[src/osdp_pkg.sv]
/*
  Constants, register map and carrier types for the output stage
  divider with duty-cycle shaping and coarse phase stepping.
  Assumes a single source clock from the assigned fractional divider.
*/
// Overview of operation
// RULE_01 - two identical paths share one source clock
// RULE_02 - divide source clock by 32-bit integer ratio
// RULE_03 - zero high width gives 50/50 duty
// RULE_04 - nonzero high width sets exact high cycles
// RULE_05 - software keeps high width below ratio
// RULE_06 - pulses always high-going; invert complement for low
// RULE_07 - duty adjustment available in every mode
// RULE_08 - per-output coarse step in whole source cycles
// RULE_09 - never shorten below two high, two low
// RULE_10 - software avoids coarse step for ratio 1-4
// RULE_11 - one step moves each portion at most 2^32
// RULE_12 - signed step applied within one period, clamped
// RULE_13 - 50/50 path splits step between high, low
// RULE_14 - pulse path applies step to low only
// RULE_15 - software splits large moves into smaller steps
// RULE_16 - per-output complement inversion option
// RULE_17 - count from period start, high first then low
// RULE_18 - new step taken at next boundary, once
package osdp_pkg;

  localparam int          OSDP_NUM_PATHS  = 2;
  localparam int          OSDP_RATIO_W    = 32;
  localparam int          OSDP_LEN_W      = 34;
  localparam int          OSDP_ADDR_W     = 8;
  localparam int          OSDP_DATA_W     = 32;

  // per-path register block, stride in bytes
  localparam logic [7:0]  OSDP_PATH_STRIDE = 8'h20;
  localparam logic [7:0]  OSDP_OFS_RATIO   = 8'h00;
  localparam logic [7:0]  OSDP_OFS_HIGH    = 8'h04;
  localparam logic [7:0]  OSDP_OFS_STEP    = 8'h08;
  localparam logic [7:0]  OSDP_OFS_CTRL    = 8'h0C;
  localparam logic [7:0]  OSDP_OFS_STATUS  = 8'h10;
  localparam logic [7:0]  OSDP_OFS_MASK    = 8'h1F;
  localparam int          OSDP_PATH_LSB    = 5;

  // field positions
  localparam int          OSDP_CTRL_INV_BIT     = 0;
  localparam int          OSDP_STAT_PEND_BIT    = 0;
  localparam int          OSDP_STAT_LEVEL_BIT   = 1;

  // reset values
  localparam logic [31:0] OSDP_RATIO_RST  = 32'h0000_0002;
  localparam logic [31:0] OSDP_HIGH_RST   = 32'h0000_0000;
  localparam logic [31:0] OSDP_STEP_RST   = 32'h0000_0000;
  localparam logic        OSDP_INV_RST    = 1'b1;

  // shortest portion a coarse step may leave, in source cycles
  localparam logic [OSDP_LEN_W-1:0] OSDP_MIN_PORTION = 34'h0_0000_0002;
  localparam logic [OSDP_LEN_W-1:0] OSDP_LEN_ONE     = 34'h0_0000_0001;

  typedef struct packed {
    logic [OSDP_RATIO_W-1:0] ratio;
    logic [OSDP_RATIO_W-1:0] highWidth;
    logic [OSDP_RATIO_W-1:0] coarseStep;
    logic                    invertComp;
  } osdp_cfg_s;

  typedef struct packed {
    logic [OSDP_ADDR_W-1:0] addr;
    logic [OSDP_DATA_W-1:0] wdata;
    logic                   wr;
    logic                   rd;
  } osdp_req_s;

endpackage : osdp_pkg

[src/osdp_output_stage.sv]
/*
  Dual output stage: per path integer divider, high-width shaping,
  coarse phase stepping and complement inversion, with its register
  port. Assumes clk is the fractional source clock and that register
  requests come from logic on the same clock.
*/
`timescale 1ns/1ps
`default_nettype none

module osdp_output_stage
  import osdp_pkg::*;
#(
  parameter int NUM_PATHS = OSDP_NUM_PATHS
) (
  input  wire logic                 clk,
  input  wire logic                 sys_rst,
  input  wire logic                 clkEn,
  input  wire osdp_req_s            regReq,
  output logic [OSDP_DATA_W-1:0]    regRdata,
  output logic [NUM_PATHS-1:0]      trueOutput,
  output logic [NUM_PATHS-1:0]      complementOutput
);

  typedef logic signed [OSDP_LEN_W:0] osdp_slen_t;

  osdp_cfg_s                 cfg_ff      [NUM_PATHS];
  logic [NUM_PATHS-1:0]      stepPend_ff;
  logic [NUM_PATHS-1:0]      highPhase_ff;
  logic [OSDP_LEN_W-1:0]     cnt_ff      [NUM_PATHS];
  logic [OSDP_LEN_W-1:0]     curHigh_ff  [NUM_PATHS];
  logic [OSDP_LEN_W-1:0]     curLow_ff   [NUM_PATHS];
  logic [OSDP_DATA_W-1:0]    rdata_ff;
  logic [OSDP_DATA_W-1:0]    nxt_rdata;
  logic [NUM_PATHS-1:0]      trueOut_ff;
  logic [NUM_PATHS-1:0]      compOut_ff;

  logic [7:0]                ofs;
  logic [7:0]                pathSel;

  assign ofs     = regReq.addr & OSDP_OFS_MASK;
  assign pathSel = 8'(regReq.addr >> OSDP_PATH_LSB);

  // identical paths, all on the one source clock [RULE_01]
  for (genvar p = 0; p < NUM_PATHS; p++) begin : gPath
    logic                  wrHit;
    logic [OSDP_LEN_W-1:0] baseHigh;
    logic [OSDP_LEN_W-1:0] baseLow;
    logic [OSDP_LEN_W-1:0] ratioLen;
    osdp_slen_t            stepS;
    osdp_slen_t            adjHigh;
    osdp_slen_t            adjLow;
    osdp_slen_t            sumHigh;
    osdp_slen_t            sumLow;
    logic [OSDP_LEN_W-1:0] floorHigh;
    logic [OSDP_LEN_W-1:0] floorLow;
    logic [OSDP_LEN_W-1:0] nxt_high;
    logic [OSDP_LEN_W-1:0] nxt_low;
    logic                  endHigh;
    logic                  endLow;
    logic                  periodEnd;
    logic                  nxt_phase;

    assign wrHit = regReq.wr && (pathSel == 8'(p));

    // register writes
    always_ff @(posedge clk or posedge sys_rst) begin
      if (sys_rst) begin
        cfg_ff[p].ratio      <= OSDP_RATIO_RST;
        cfg_ff[p].highWidth  <= OSDP_HIGH_RST;
        cfg_ff[p].coarseStep <= OSDP_STEP_RST;
        cfg_ff[p].invertComp <= OSDP_INV_RST;
      end else if (clkEn && wrHit) begin
        case (ofs)
          OSDP_OFS_RATIO: cfg_ff[p].ratio      <= regReq.wdata; // [RULE_02]
          OSDP_OFS_HIGH:  cfg_ff[p].highWidth  <= regReq.wdata; // [RULE_07]
          OSDP_OFS_STEP:  cfg_ff[p].coarseStep <= regReq.wdata; // [RULE_08]
          OSDP_OFS_CTRL:  cfg_ff[p].invertComp <= regReq.wdata[OSDP_CTRL_INV_BIT];
          default: ;
        endcase
      end
    end

    // ratio zero treated as one
    assign ratioLen = (cfg_ff[p].ratio == '0) ? OSDP_LEN_ONE
                                              : OSDP_LEN_W'(cfg_ff[p].ratio);

    // base portions for the programmed duty
    always_comb begin
      if (cfg_ff[p].highWidth == '0) begin
        baseHigh = ratioLen - (ratioLen >> 1);                       // [RULE_03]
        baseLow  = ratioLen >> 1;                                    // [RULE_03]
      end else begin
        baseHigh = OSDP_LEN_W'(cfg_ff[p].highWidth);                 // [RULE_04]
        baseLow  = ratioLen - OSDP_LEN_W'(cfg_ff[p].highWidth);      // [RULE_05]
      end
    end

    // split of the pending coarse step, at most 2^32 per portion [RULE_11]
    always_comb begin
      stepS = stepPend_ff[p] ? osdp_slen_t'($signed(cfg_ff[p].coarseStep)) : '0;
      if (cfg_ff[p].highWidth == '0) begin
        adjHigh = stepS >>> 1;                                       // [RULE_13]
        adjLow  = stepS - adjHigh;                                   // [RULE_13]
      end else begin
        adjHigh = '0;                                                // [RULE_14]
        adjLow  = stepS;                                             // [RULE_14]
      end
      sumHigh = osdp_slen_t'({1'b0, baseHigh}) + adjHigh;            // [RULE_12]
      sumLow  = osdp_slen_t'({1'b0, baseLow}) + adjLow;              // [RULE_12]
    end

    // shortening stops at two cycles, never lengthens a short base [RULE_09]
    assign floorHigh = (baseHigh < OSDP_MIN_PORTION) ? baseHigh : OSDP_MIN_PORTION;
    assign floorLow  = (baseLow < OSDP_MIN_PORTION) ? baseLow : OSDP_MIN_PORTION;

    always_comb begin
      if (sumHigh < osdp_slen_t'({1'b0, floorHigh})) begin
        nxt_high = floorHigh;                                        // [RULE_09]
      end else begin
        nxt_high = sumHigh[OSDP_LEN_W-1:0];
      end
      if (sumLow < osdp_slen_t'({1'b0, floorLow})) begin
        nxt_low = floorLow;                                          // [RULE_09]
      end else begin
        nxt_low = sumLow[OSDP_LEN_W-1:0];
      end
    end

    assign endHigh = highPhase_ff[p] && (cnt_ff[p] >= curHigh_ff[p]);
    assign endLow  = !highPhase_ff[p] && (cnt_ff[p] >= curLow_ff[p]);

    // ratio one never enters low; its boundary is the end of high [RULE_17]
    assign periodEnd = endLow || (endHigh && curLow_ff[p] == '0);

    // step request: a new write wins over the boundary clear [RULE_18]
    always_ff @(posedge clk or posedge sys_rst) begin
      if (sys_rst) begin
        stepPend_ff[p] <= 1'b0;
      end else if (clkEn) begin
        if (wrHit && ofs == OSDP_OFS_STEP) begin
          stepPend_ff[p] <= 1'b1;                                    // [RULE_18]
        end else if (periodEnd) begin
          stepPend_ff[p] <= 1'b0;                                    // [RULE_18]
        end
      end
    end

    // period lengths latched once per period boundary [RULE_12]
    always_ff @(posedge clk or posedge sys_rst) begin
      if (sys_rst) begin
        curHigh_ff[p] <= OSDP_LEN_ONE;
        curLow_ff[p]  <= OSDP_LEN_ONE;
      end else if (clkEn && periodEnd) begin
        curHigh_ff[p] <= nxt_high;                                   // [RULE_08]
        curLow_ff[p]  <= nxt_low;                                    // [RULE_08]
      end
    end

    // high first, then low, counting source cycles [RULE_17]
    always_comb begin
      nxt_phase = highPhase_ff[p];
      if (periodEnd) begin
        nxt_phase = 1'b1;                                            // [RULE_17]
      end else if (endHigh) begin
        nxt_phase = 1'b0;                                            // [RULE_17]
      end
    end

    always_ff @(posedge clk or posedge sys_rst) begin
      if (sys_rst) begin
        highPhase_ff[p] <= 1'b0;
        cnt_ff[p]       <= OSDP_LEN_ONE;
      end else if (clkEn) begin
        highPhase_ff[p] <= nxt_phase;
        if (periodEnd || endHigh) begin
          cnt_ff[p] <= OSDP_LEN_ONE;                                 // [RULE_17]
        end else begin
          cnt_ff[p] <= cnt_ff[p] + OSDP_LEN_ONE;                     // [RULE_02]
        end
      end
    end

    // outputs from flops; pulses high-going on the true output [RULE_06]
    always_ff @(posedge clk or posedge sys_rst) begin
      if (sys_rst) begin
        trueOut_ff[p] <= 1'b0;
        compOut_ff[p] <= 1'b0;
      end else if (clkEn) begin
        trueOut_ff[p] <= nxt_phase;                                  // [RULE_06]
        compOut_ff[p] <= nxt_phase ^ cfg_ff[p].invertComp;           // [RULE_16]
      end
    end
  end : gPath

  // read mux, data one cycle after the strobe
  always_comb begin
    nxt_rdata = '0;
    for (int i = 0; i < NUM_PATHS; i++) begin
      if (regReq.rd && pathSel == 8'(i)) begin
        case (ofs)
          OSDP_OFS_RATIO:  nxt_rdata = cfg_ff[i].ratio;
          OSDP_OFS_HIGH:   nxt_rdata = cfg_ff[i].highWidth;
          OSDP_OFS_STEP:   nxt_rdata = cfg_ff[i].coarseStep;
          OSDP_OFS_CTRL:   nxt_rdata[OSDP_CTRL_INV_BIT] = cfg_ff[i].invertComp;
          OSDP_OFS_STATUS: begin
            nxt_rdata[OSDP_STAT_PEND_BIT]  = stepPend_ff[i];
            nxt_rdata[OSDP_STAT_LEVEL_BIT] = trueOut_ff[i];
          end
          default:         nxt_rdata = '0;
        endcase
      end
    end
  end

  always_ff @(posedge clk or posedge sys_rst) begin
    if (sys_rst) begin
      rdata_ff <= '0;
    end else if (clkEn) begin
      rdata_ff <= nxt_rdata;
    end
  end

  assign regRdata         = rdata_ff;
  assign trueOutput       = trueOut_ff;
  assign complementOutput = compOut_ff;

endmodule : osdp_output_stage

`default_nettype wire

[config.mk]
export PLATFORM = sky130hd
export DESIGN_NAME = osdp_output_stage
export DESIGN_NICKNAME = d
export VERILOG_FILES = /design/src/osdp_pkg.sv /design/src/osdp_output_stage.sv
export SDC_FILE = /design/constraint.sdc
export NUM_CORES = 2
export LEC_CHECK = 0
export ABC_CLOCK_PERIOD_IN_PS = 35200
export BUFFER_PORTS_ARGS = -buffer_cell sky130_fd_sc_hd__buf_2
export CORE_ASPECT_RATIO = 1.75
export CORE_MARGIN = 4
export CORE_UTILIZATION = 45
export DETAILED_ROUTE_END_ITERATION = 12
export PLACE_DENSITY = 0.66
export SLEW_MARGIN = 20
export SYNTH_ARGS = -nofsm -noshare
export SYNTH_HDL_FRONTEND = slang
export SYNTH_SLANG_ARGS = --single-unit
[constraint.sdc]
create_clock -name clk -period 35.2 [get_ports clk]
set_input_delay 7.04 -clock clk [delete_from_list [all_inputs] [get_ports clk]]
set_output_delay 7.04 -clock clk [all_outputs]
set_load 0.1 [all_outputs]
==> results.json <==
{
  "status": "finished clean",
  "required_ps": 35750,
  "min_period_over_period_pct": 32.1,
  "fp.dieW_um": 251,
  "synth_adder_area_share_pct": 15.6,
  "start_util_pct": 45.5,
  "clk_pin_slew_worst_paths_ps": 60,
  "syn-mean-instance-area_um2": 7.96,
  "hold_class": "register to register",
  "endpoint_kind": "register",
  "vias": 45000,
  "dpl.hpwl_mm": 145,
  "critical-path-top-delay-family": "compound AO/OA/AOI/OAI gates",
  "synth_simple_gate_area_share_pct": 19.8,
  "cts_tree": "built",
  "cts-resized-gates": 0,
  "cp_slowest_cell": "nor4_1",
  "rsz0062_at_grt": "no",
  "final_core_util_pct": 49.3,
  "route.detailed.drc": 0,
  "post_cts_buffers": 0,
  "placeableCoreArea_mm2": 0.102,
  "placementRows": 155,
  "slowest_delay_ps": 1040,
  "power.density_mw_per_mm2": 45.8,
  "fmax_mhz": 88.4,
  "fin_tns_setup_ps": 0,
  "cap_violations": 0,
  "finalCriticalPeriod_ps": 11320,
  "synthMuxAreaShare_pct": 3.96,
  "crit_fanout": 27,
  "grt_pass1_vias": 45100,
  "synth_top_family_by_area": "compound AO/OA/AOI/OAI gates",
  "drt_iter0_drc": 3503,
  "firstDrtPassIters": 9,
  "ctsHoldBuffers": 0,
  "io_pins": 81,
  "fin_worst_skew_ps": 35.3,
  "async_reset_ff_share_pct": 100,
  "final_antenna_net_count": 0,
  "wl_per_cell_um": 24.9,
  "postSynthCellCount": 5856,
  "synth_cell_type_count": 102,
  "start_kind": "register",
  "finalNetCount": 6483,
  "layout_commonest_cell": "nand2_1",
  "ys_seq_elements": 436,
  "clockRootBuffer": "clkbuf_16",
  "crit_buf_inv": 3,
  "clock_sinks": 436,
  "die_area_mm2": 0.109,
  "overflow": 0,
  "grt_max_degree": 155,
  "htreeDepth": 2,
  "yosys_warnings": 0,
  "irDropWorstVdd_mv": 0.0463,
  "synth-compound-area-share_pct": 25.0,
  "finalMaxSlewViolations": 0,
  "syn2layout_area_growth_pct": 8.29,
  "setup_viol": 0,
  "synth_flop_cell": "dfrtp_1",
  "drive_gt1_share_pct": 7.92,
  "cts_buffers": 49,
  "wirelength_mm": 180,
  "tightest_slew_ps": 1250,
  "clk_path_buf_depth": 3,
  "grt_pass1_wl_mm": 267,
  "synth_xor_area_share_pct": 5.67,
  "clock_latency_ps": 660,
  "final_cell_mix": "nand2_1, ha_1, inv_1",
  "die_h_um": 434,
  "syn_area_mm2": 0.0466,
  "hold_violations": 0,
  "antenna_found_initial": 23,
  "worstPathArrival_ps": 11870,
  "leakage_nw": 24.5,
  "viasPerCell": 6.20,
  "grt.total_usage_pct": 31.8,
  "io_buffer_count": 80,
  "gp_congestion": 1.02,
  "synth_edf_count": 0,
  "crit_type": "register to register",
  "slew_headroom_pct": 15.2,
  "yosysSeqAreaShare_pct": 23.4
}
[worst register-to-register path, delay by kind of cell, from the launching register on]
| family | cells | cell delay [ps] |
|---|---|---|
| buffers and inverters | 3 | 230 |
| muxes | 2 | 370 |
| DFF | 1 | 440 |
| xor gates and xnor gates | 1 | 120 |
| adders and majority gates | 4 | 1040 |
| AOI/OAI and AO/OA | 18 | 5320 |
| and+or+nand+nor | 10 | 3690 |
[metrics by stage]
| stage | power [mW] | area [um2] | instances | hold WS (ps) | setup WS, ps |
|---|---|---|---|---|---|
| floorplan | 1.35 | 47100 | 5983 | 443 | 16030 |
| global placement | 1.68 | 48500 | 7148 | 458 | 23440 |
| detailed placement | 1.69 | 48500 | 7149 | 463 | 23490 |
| CTS | 2.30 | 50400 | 7241 | 477 | 23510 |
| global route | 2.44 | 50400 | 7243 | 498 | 23310 |
| finish | 2.31 | 50500 | 7254 | 471 | 23880 |
[path summary, 6_finish.rpt]
| path | start | to | slack, ps | cells after the start |
|---|---|---|---|---|
| setup / recovery | cfg_ff[190] | curLow_ff[59] | 23880 | 38 |
| hold / removal | regRdata[29] | regRdata[29] | 470 | 1 |
| setup reg to reg | cfg_ff[190] | curLow_ff[59] | 23880 | 38 |
| hold reg to reg | regRdata[29] | regRdata[29] | 470 | 1 |
| max in group asynchronous | sys_rst | curHigh_ff[33] | 25970 | 5 |
| min in group asynchronous | sys_rst | regRdata[5] | 6460 | 2 |
[sequential cells by signal (all words and copies together), names as in the netlist]
signal            count
complementOutput      2
stepPend_ff           2
curHigh_ff           68
cnt_ff               68
curLow_ff            68
regRdata             32
trueOutput            2
cfg_ff              194
[layer usage]
metal	GRT usage, %	part of all wire [%]	vias up
met1	30.4	33	21600
li1	-	-	21300
met3	4.07	4.6	617
met4	29.1	12	10
met5	0	0.031	-
met2	58.8	51	1437
[Yosys cell counts (124+ instances only)]
cell type | instances | area, um2
xor2_1 | 124 | 1090
nor3_1 | 125 | 626
nand2_1 | 571 | 2140
a21oi_1 | 315 | 1580
clkbuf_1 | 237 | 890
xnor2_1 | 176 | 1540
nor2_1 | 393 | 1480
a21o_1 | 241 | 1810
mux2_2 | 145 | 1630
ha_1 | 564 | 7060
dfrtp_1 | 426 | 10700
nand3_1 | 132 | 661
inv_1 | 498 | 1870
o21ai_0 | 392 | 1960
[where the power goes]
part	internal (mW)	switching [mW]
Clock	0.353	0.253
Sequential	0.543	0.0542
Combinational	0.387	0.723
[cell type report]
| cell class | instances | area [um2] |
|---|---|---|
| repair buffers | 133 | 821 |
| multi-input cells | 4748 | 33300 |
| diodes | 13 | 32.5 |
| fillers | 10100 | 51900 |
| flip-flops and latches | 436 | 10900 |
| inverters | 498 | 1880 |
| clock inverters | 33 | 544 |
| clock buffers | 59 | 1310 |
| well taps | 1334 | 1670 |
[cell families after synthesis]
logic type | count (synthesis)
AO/OA/AOI/OAI | 1715
AND/OR/NAND/NOR | 1862
buffers and inverters | 799
XOR/XNOR | 301
flip-flops | 436
multiplexers | 166
adder cells (fa/ha/maj) | 576
other | 1
No activity file was read; power rests on OpenSTA's default activity.
